[config.mk]
export PLATFORM = sky130hd
export DESIGN_NAME = bfi_exec
export DESIGN_NICKNAME = d
export VERILOG_FILES = /design/src/bfi_pkg.sv /design/src/bfi_exec.sv
export SDC_FILE = /design/constraint.sdc
export NUM_CORES = 1
export LEC_CHECK = 0
export BUFFER_PORTS_ARGS = -buffer_cell sky130_fd_sc_hd__buf_4
export CAP_MARGIN = 20
export CORE_ASPECT_RATIO = 2
export CORE_MARGIN = 1.5
export CORE_UTILIZATION = 46
export DETAILED_ROUTE_END_ITERATION = 8
export PLACE_DENSITY_LB_ADDON = 0.2
export REMOVE_ABC_BUFFERS = 1
export SLEW_MARGIN = 20
export SYNTH_ARGS = -nofsm -noshare
export SYNTH_HDL_FRONTEND = slang
export SYNTH_SLANG_ARGS = --single-unit
[constraint.sdc]
create_clock -name core_clk -period 1.7 [get_ports core_clk]
set_input_delay 0.085 -clock core_clk [delete_from_list [all_inputs] [get_ports core_clk]]
set_output_delay 0.085 -clock core_clk [all_outputs]
set_load 0.02 [all_outputs]
[src/bfi_pkg.sv]
// bfi_pkg: opcodes, states, status flag positions and widths for the
// bit and flag instruction execution unit.
// assumes the decoder hands over one opcode and operands per request.
//
// Behaviour
// - push writes the source register to the stack over two cycles.
// - pop loads the destination register from the stack over two cycles.
// - set I/O bit forces bit b of location P high, others kept.
// - clear I/O bit forces bit b of location P low, others kept.
// - logical left shift moves bit n to n+1, bit zero gets zero.
// - logical right shift moves bit n+1 to n, bit seven gets zero.
// - rotate left through carry: bit zero from carry, carry from bit seven.
// - rotate right through carry: bit seven from carry, carry from bit zero.
// - arithmetic right shift moves bits down, sign bit seven is kept.
// - nibble swap exchanges low and high four bits in one operation.
// - generic flag set and clear write one or zero to status bit s.
// - bit store copies source bit b into the transfer flag.
// - bit load copies transfer flag into destination bit b, others kept.
// - carry set and carry clear write one and zero, one cycle each.
// - negative flag set and clear write one and zero.
// - zero flag set and clear write one and zero.
// - interrupt enable sets global interrupt flag, disable clears it.
// - signed test flag set and clear write one and zero.
// - overflow flag set and clear write one and zero.
// - transfer flag set and clear write one and zero.
// - a dedicated instruction sets the half carry flag.
package bfi_pkg;
  localparam int DATA_W = 8;
  localparam int BIT_W = 3;
  localparam int MSB = DATA_W - 1;
  localparam int LSB = 0;
  localparam int NIB = DATA_W / 2;
  typedef logic [DATA_W-1:0] bfi_word_t;
  localparam bfi_word_t STATUS_RST = 8'h00;
  localparam bfi_word_t WORD_ZERO = 8'h00;
  localparam bfi_word_t BIT_ONE = 8'h01;
  // status flag positions
  localparam int FLG_C = 0;
  localparam int FLG_Z = 1;
  localparam int FLG_N = 2;
  localparam int FLG_V = 3;
  localparam int FLG_S = 4;
  localparam int FLG_H = 5;
  localparam int FLG_T = 6;
  localparam int FLG_I = 7;
  typedef enum logic [4:0] {
    OP_NOP = 5'h00,
    OP_PUSH = 5'h01,
    OP_POP = 5'h02,
    OP_SET_IO_BIT = 5'h03,
    OP_CLEAR_IO_BIT = 5'h04,
    OP_LOGICAL_LEFT_SHIFT = 5'h05,
    OP_LOGICAL_RIGHT_SHIFT = 5'h06,
    OP_ROTATE_LEFT_CARRY = 5'h07,
    OP_ROTATE_RIGHT_CARRY = 5'h08,
    OP_ARITHMETIC_RIGHT_SHIFT = 5'h09,
    OP_NIBBLE_SWAP = 5'h0A,
    OP_GENERIC_FLAG_SET = 5'h0B,
    OP_GENERIC_FLAG_CLEAR = 5'h0C,
    OP_BIT_TO_TRANSFER_FLAG = 5'h0D,
    OP_TRANSFER_FLAG_TO_BIT = 5'h0E,
    OP_CARRY_SET = 5'h0F,
    OP_CARRY_CLEAR = 5'h10,
    OP_NEGATIVE_SET = 5'h11,
    OP_NEGATIVE_CLEAR = 5'h12,
    OP_ZERO_SET = 5'h13,
    OP_ZERO_CLEAR = 5'h14,
    OP_GLOBAL_IRQ_ENABLE = 5'h15,
    OP_GLOBAL_IRQ_DISABLE = 5'h16,
    OP_SIGNED_SET = 5'h17,
    OP_SIGNED_CLEAR = 5'h18,
    OP_OVERFLOW_SET = 5'h19,
    OP_OVERFLOW_CLEAR = 5'h1A,
    OP_TRANSFER_FLAG_SET = 5'h1B,
    OP_TRANSFER_FLAG_CLEAR = 5'h1C,
    OP_HALF_CARRY_SET = 5'h1D
  } bfi_op_t;
  typedef enum logic [1:0] {
    ST_IDLE = 2'b00,
    ST_PUSH = 2'b01,
    ST_POP = 2'b10
  } bfi_state_t;
endpackage

[src/bfi_exec.sv]
// bfi_exec: executes stack, shift, rotate, bit and status flag operations.
// assumes operands arrive with the request from the same clock domain and
// the stack answers a read combinationally while stack_re is high.
`timescale 1ns/1ps
module bfi_exec (
  input wire logic core_clk,
  input wire logic nrst,
  input wire logic en,
  input wire logic op_valid,
  input wire bfi_pkg::bfi_op_t op_code,
  input wire logic [bfi_pkg::BIT_W-1:0] op_bit,
  input wire bfi_pkg::bfi_word_t op_data,
  input wire bfi_pkg::bfi_word_t io_rdata,
  input wire bfi_pkg::bfi_word_t stack_rdata,
  output bfi_pkg::bfi_word_t rd_wdata,
  output logic rd_we,
  output bfi_pkg::bfi_word_t io_wdata,
  output logic io_we,
  output bfi_pkg::bfi_word_t stack_wdata,
  output logic stack_we,
  output logic stack_re,
  output bfi_pkg::bfi_word_t status,
  output logic busy,
  output logic done
);
  bfi_pkg::bfi_state_t state_q;
  bfi_pkg::bfi_state_t state_d;
  bfi_pkg::bfi_word_t status_q;
  bfi_pkg::bfi_word_t status_d;
  bfi_pkg::bfi_word_t rd_wdata_q;
  bfi_pkg::bfi_word_t rd_wdata_d;
  bfi_pkg::bfi_word_t io_wdata_q;
  bfi_pkg::bfi_word_t io_wdata_d;
  bfi_pkg::bfi_word_t stack_wdata_q;
  logic rd_we_q;
  logic rd_we_d;
  logic io_we_q;
  logic io_we_d;
  logic stack_we_q;
  logic stack_re_q;
  logic busy_q;
  logic done_q;
  logic accept;

  function automatic bfi_pkg::bfi_word_t bit_mask(
    input logic [bfi_pkg::BIT_W-1:0] idx
  );
    bit_mask = bfi_pkg::BIT_ONE << idx;
  endfunction

  assign accept = en && op_valid && (state_q == bfi_pkg::ST_IDLE);

  ////////////////////////////////////////////////////////////////////////
  // sequencing of two-cycle stack operations
  always_comb
  begin
    state_d = state_q;
    case (state_q)
      bfi_pkg::ST_IDLE:
      begin
        if (accept && op_code == bfi_pkg::OP_PUSH)
          state_d = bfi_pkg::ST_PUSH;
        else if (accept && op_code == bfi_pkg::OP_POP)
          state_d = bfi_pkg::ST_POP;
      end
      bfi_pkg::ST_PUSH: state_d = bfi_pkg::ST_IDLE;
      bfi_pkg::ST_POP: state_d = bfi_pkg::ST_IDLE;
      default: state_d = bfi_pkg::ST_IDLE;
    endcase
  end

  always_ff @(posedge core_clk or negedge nrst)
  begin
    if (!nrst)
    begin
      state_q <= bfi_pkg::ST_IDLE;
      busy_q <= 1'b0;
      done_q <= 1'b0;
    end
    else if (en)
    begin
      state_q <= state_d;
      busy_q <= (state_d != bfi_pkg::ST_IDLE);
      done_q <= (accept && op_code != bfi_pkg::OP_PUSH &&
                 op_code != bfi_pkg::OP_POP) ||
                (state_q != bfi_pkg::ST_IDLE);
    end
  end

  ////////////////////////////////////////////////////////////////////////
  // stack port
  always_ff @(posedge core_clk or negedge nrst)
  begin
    if (!nrst)
    begin
      stack_we_q <= 1'b0;
      stack_re_q <= 1'b0;
      stack_wdata_q <= bfi_pkg::WORD_ZERO;
    end
    else if (en)
    begin
      stack_we_q <= accept && op_code == bfi_pkg::OP_PUSH;
      stack_re_q <= accept && op_code == bfi_pkg::OP_POP;
      if (accept && op_code == bfi_pkg::OP_PUSH)
        stack_wdata_q <= op_data;
    end
  end

  ////////////////////////////////////////////////////////////////////////
  // register, I/O and status results
  always_comb
  begin
    rd_wdata_d = rd_wdata_q;
    rd_we_d = 1'b0;
    io_wdata_d = io_wdata_q;
    io_we_d = 1'b0;
    status_d = status_q;
    if (state_q == bfi_pkg::ST_POP)
    begin
      rd_wdata_d = stack_rdata;
      rd_we_d = 1'b1;
    end
    else if (accept)
    begin
      case (op_code)
        bfi_pkg::OP_SET_IO_BIT:
        begin
          io_wdata_d = io_rdata | bit_mask(op_bit);
          io_we_d = 1'b1;
        end
        bfi_pkg::OP_CLEAR_IO_BIT:
        begin
          io_wdata_d = io_rdata & ~bit_mask(op_bit);
          io_we_d = 1'b1;
        end
        bfi_pkg::OP_LOGICAL_LEFT_SHIFT:
        begin
          rd_wdata_d = {op_data[bfi_pkg::MSB-1:0], 1'b0};
          rd_we_d = 1'b1;
          status_d[bfi_pkg::FLG_C] = op_data[bfi_pkg::MSB];
        end
        bfi_pkg::OP_LOGICAL_RIGHT_SHIFT:
        begin
          rd_wdata_d = {1'b0, op_data[bfi_pkg::MSB:1]};
          rd_we_d = 1'b1;
          status_d[bfi_pkg::FLG_C] = op_data[bfi_pkg::LSB];
        end
        bfi_pkg::OP_ROTATE_LEFT_CARRY:
        begin
          rd_wdata_d = {op_data[bfi_pkg::MSB-1:0],
                        status_q[bfi_pkg::FLG_C]};
          rd_we_d = 1'b1;
          status_d[bfi_pkg::FLG_C] = op_data[bfi_pkg::MSB];
        end
        bfi_pkg::OP_ROTATE_RIGHT_CARRY:
        begin
          rd_wdata_d = {status_q[bfi_pkg::FLG_C],
                        op_data[bfi_pkg::MSB:1]};
          rd_we_d = 1'b1;
          status_d[bfi_pkg::FLG_C] = op_data[bfi_pkg::LSB];
        end
        bfi_pkg::OP_ARITHMETIC_RIGHT_SHIFT:
        begin
          rd_wdata_d = {op_data[bfi_pkg::MSB],
                        op_data[bfi_pkg::MSB:1]};
          rd_we_d = 1'b1;
          status_d[bfi_pkg::FLG_C] = op_data[bfi_pkg::LSB];
        end
        bfi_pkg::OP_NIBBLE_SWAP:
        begin
          rd_wdata_d = {op_data[bfi_pkg::NIB-1:0],
                        op_data[bfi_pkg::MSB:bfi_pkg::NIB]};
          rd_we_d = 1'b1;
        end
        bfi_pkg::OP_GENERIC_FLAG_SET:
          status_d = status_q | bit_mask(op_bit);
        bfi_pkg::OP_GENERIC_FLAG_CLEAR:
          status_d = status_q & ~bit_mask(op_bit);
        bfi_pkg::OP_BIT_TO_TRANSFER_FLAG:
          status_d[bfi_pkg::FLG_T] = op_data[op_bit];
        bfi_pkg::OP_TRANSFER_FLAG_TO_BIT:
        begin
          rd_wdata_d = op_data;
          rd_wdata_d[op_bit] = status_q[bfi_pkg::FLG_T];
          rd_we_d = 1'b1;
        end
        bfi_pkg::OP_CARRY_SET: status_d[bfi_pkg::FLG_C] = 1'b1;
        bfi_pkg::OP_CARRY_CLEAR: status_d[bfi_pkg::FLG_C] = 1'b0;
        bfi_pkg::OP_NEGATIVE_SET: status_d[bfi_pkg::FLG_N] = 1'b1;
        bfi_pkg::OP_NEGATIVE_CLEAR:
          status_d[bfi_pkg::FLG_N] = 1'b0;
        bfi_pkg::OP_ZERO_SET: status_d[bfi_pkg::FLG_Z] = 1'b1;
        bfi_pkg::OP_ZERO_CLEAR: status_d[bfi_pkg::FLG_Z] = 1'b0;
        bfi_pkg::OP_GLOBAL_IRQ_ENABLE:
          status_d[bfi_pkg::FLG_I] = 1'b1;
        bfi_pkg::OP_GLOBAL_IRQ_DISABLE:
          status_d[bfi_pkg::FLG_I] = 1'b0;
        bfi_pkg::OP_SIGNED_SET: status_d[bfi_pkg::FLG_S] = 1'b1;
        bfi_pkg::OP_SIGNED_CLEAR: status_d[bfi_pkg::FLG_S] = 1'b0;
        bfi_pkg::OP_OVERFLOW_SET: status_d[bfi_pkg::FLG_V] = 1'b1;
        bfi_pkg::OP_OVERFLOW_CLEAR:
          status_d[bfi_pkg::FLG_V] = 1'b0;
        bfi_pkg::OP_TRANSFER_FLAG_SET:
          status_d[bfi_pkg::FLG_T] = 1'b1;
        bfi_pkg::OP_TRANSFER_FLAG_CLEAR:
          status_d[bfi_pkg::FLG_T] = 1'b0;
        bfi_pkg::OP_HALF_CARRY_SET:
          status_d[bfi_pkg::FLG_H] = 1'b1;
        default: status_d = status_q;
      endcase
    end
  end

  always_ff @(posedge core_clk or negedge nrst)
  begin
    if (!nrst)
    begin
      rd_wdata_q <= bfi_pkg::WORD_ZERO;
      rd_we_q <= 1'b0;
    end
    else if (en)
    begin
      rd_wdata_q <= rd_wdata_d;
      rd_we_q <= rd_we_d;
    end
  end

  always_ff @(posedge core_clk or negedge nrst)
  begin
    if (!nrst)
    begin
      io_wdata_q <= bfi_pkg::WORD_ZERO;
      io_we_q <= 1'b0;
    end
    else if (en)
    begin
      io_wdata_q <= io_wdata_d;
      io_we_q <= io_we_d;
    end
  end

  always_ff @(posedge core_clk or negedge nrst)
  begin
    if (!nrst)
      status_q <= bfi_pkg::STATUS_RST;
    else if (en)
      status_q <= status_d;
  end

  assign rd_wdata = rd_wdata_q;
  assign rd_we = rd_we_q;
  assign io_wdata = io_wdata_q;
  assign io_we = io_we_q;
  assign stack_wdata = stack_wdata_q;
  assign stack_we = stack_we_q;
  assign stack_re = stack_re_q;
  assign status = status_q;
  assign busy = busy_q;
  assign done = done_q;
endmodule // bfi_exec

==> out/results.ini <==
[run_status]
status = completed

[final_layout]
area_growth_pct = 35.4
multi_input_area_um2 = 1570
nFillCells = 503
final_cells = 466
seqCellArea_um2 = 1000
final_layout_size_suffix_gt1_share_pct = 31.1
nets = 440
final_util_pct = 64.7
postLayoutCellArea_um2 = 3700
diodes = 0

[sta]
maxSlewViolCount = 0
worst_slack_ps = 93.6
relSlewSlack_pct = 64.8
fmax_mhz = 623
rsz0062_at_grt = false
fin_skew_ps = 8.40
fin_crit_ps = 1610
finalSetupViolations = 0
hold_viol = 0
period_share_pct = 94.5
worst_pin_slew_ps = 528

[grt]
grt-ovfl-total = 0
grt_pass1_wl_um = 13200
grt_use_met1_pct = 28.3
use_met2_pct = 47.0
grt_most_used_layer = met2
grt_pass1_vias = 2836
use_met3_pct = 3.37
antenna_found_initial = 0
track_usage_pct = 26.0
grt_max_degree = 41

[clock_tree]
cts_buffer_depth = 2
cts.htree.levels = 2
clock-sinks = 40
clock-root-buffer = clkbuf_16
postCtsSetupBuffers = 0
clk_latency_ps = 280
cts_tree = done
cts_inserted_buffers = 5
clk_pin_slew_ps = 60

[power]
power_leakage_nw = 1.71
vdd_ir_drop_max_v = 0.000772
p_per_area_nw_per_um2 = 930
total_power_mw = 3.44

[logic_synthesis]
yosys.area.top_type = dfrtp_1
synth_cell_types = 56
synthTopCellsByCount = dfrtp_1, nor2_1, nand2_1
ys_seq_area_share_pct = 36.7
ys_seq_elements = 40
netlist_area_um2 = 2730
async_reset_ff_share_pct = 100
syn_inst = 319
netlist_top_cells_area = dfrtp_1, mux2i_1, a21oi_1
syn_avg_cell_area_um2 = 8.56
synth-main-ff-cell = dfrtp_1
synth_edf_count = 0
yosysMostFrequentCell = dfrtp_1
ys_warn_count = 0
synth.top_cell.area_share_pct = 36.7

[setup_path]
arrival_ps = 1810
critical_path.max_fanout = 17
startpoint_type = flip-flop
critPathKind = flip-flop to flip-flop
path_cells = nand4bb_1 > buf_12 > o41ai_4 > buf_12 > o21ai_1 > o22ai_1
critPathSlowestCell = dfrtp_1
cp-startpoint = state_q[0]
reg2reg_depth = 6
slowest_delay_ps = 380
r2r_start = state_q[0]
worst_setup_path_end_kind = flip-flop
path_common_cell = buf_12
required_ps = 1910

[detailed_routing]
routed_wl_um = 8380
drt-pass1-iter-count = 4
drc = 0
vias = 2860
ant_nets = 0
avgViaCountPerCell = 6.14
drt_iter0_markers = 100
route.detailed.wl_per_inst_um = 18.0

[floorplanning]
row_count = 39
die_y_um = 112
io_pins = 74
dieWidth_um = 57.5
start_util_pct = 47.8
core_area_um2 = 5710
fp.dieArea_um2 = 6430

[flow_run]
max_cap_violations = 0

[place]
post_dp_cell_area_um2 = 3500
post-dp-hpwl_um = 6150
portBuffers = 73
place_congestion = 0.904
post-place-ws_ps = -31.8
dp.cells = 457

[min_path]
hold_depth = 2
min_from = en
hold_class = input port to flip-flop

## worst max-delay path, delay by kind of cell, from the launching register on
kind | cells | cell delay (ps)
AO/OA/AOI/OAI | 3 | 540
buffers and inverters | 2 | 380
flip-flops | 1 | 380
AND/OR/NAND/NOR | 1 | 240
## layout by cell type (no fill, tap or decap), types with 2 or more instances in the layout
cell type   n
mux2i_1    12
dfrtp_1    40
nor2_1     25
mux2_2      9
nor3b_1     6
o2bb2ai_1   6
or3b_1      2
inv_1      12
a31oi_1     3
nand2_1    24
buf_4      97
a221o_1     7
o32ai_1     2
o31ai_1     2
nand4bb_1   2
clkbuf_16   5
o211a_1     2
o211ai_1    2
nor3_1     10
nand4_1     3
o22ai_1     8
nand2b_1    5
a21oi_2     2
nand3b_1    5
o21ai_0    16
and3_1      5
buf_12      4
nor2b_1     9
o21ai_1    13
nand3_1    13
clkbuf_8    2
a21oi_1    23
a211oi_1    5
## cell type report
| type | instances | share of cell area (%) |
|---|---|---|
| multi-input combinational | 243 | 42.6 |
| sequential | 40 | 27.1 |
| timing repair buffer | 102 | 22.1 |
| clock buffer | 7 | 4.13 |
| tap | 61 | 2.06 |
| inverter | 12 | 1.22 |
| clock inverter | 1 | 0.812 |
## path summary, 6_finish.rpt
| path | to | slack (ps) |
|---|---|---|
| max | rd_wdata[7] | 90 |
| min | io_we | 70 |
| max reg2reg | rd_wdata[7] | 90 |
| min reg2reg | io_wdata[1] | 480 |
| max in group asynchronous | stack_wdata[3] | 1010 |
| min in group asynchronous | status[3] | 320 |
## cells by family (layout without fill, tap and decap cells)
family | count (synthesis) | after routing | synth area share (%)
compound gates | 103 | 103 | 25.7
xor+xnor | 1 | 1 | 0.321
buf+inv | 36 | 122 | 5.91
flops | 40 | 40 | 36.7
mux | 22 | 22 | 8.52
simple gates | 117 | 117 | 22.9
## per-layer routing
| metal | vias to the layer above | part of all wire [%] |
|---|---|---|
| met5 | - | 0 |
| met4 | 0 | 4.2 |
| met3 | 23 | 4.7 |
| met2 | 116 | 55 |
| met1 | 1369 | 37 |
| li1 | 1352 | - |
## metrics by stage
step | TNS, ps | hold WS (ps)
after floorplan | -1620 | -211
after global placement | 0 | 104
after detailed placement | -77.0 | 102
after CTS | 0 | 61.4
after global routing | 0 | 82.7
final | 0 | 67.1
## power breakdown
group,internal [mW],total (mW),switching [mW],leakage (nW)
clock network,0.773,1.15,0.375,0.0901
registers,1.11,1.23,0.122,0.502
logic,0.479,1.06,0.578,1.12
## state kept, by name (all words and copies together), names as in the netlist
name / flops
done: 1
stack_wdata: 8
status: 8
rd_we: 1
rd_wdata: 8
io_wdata: 8
io_we: 1
stack_we: 1
state_q: 2
busy: 1
stack_re: 1
## repair_timing
item	in CTS	in global routing
endpoints found under the hold margin	40	0
endpoints found under the setup margin	0	2
gates resized for setup	0	2
hold buffers	1	0
No activity file was read; power rests on OpenSTA's default activity.
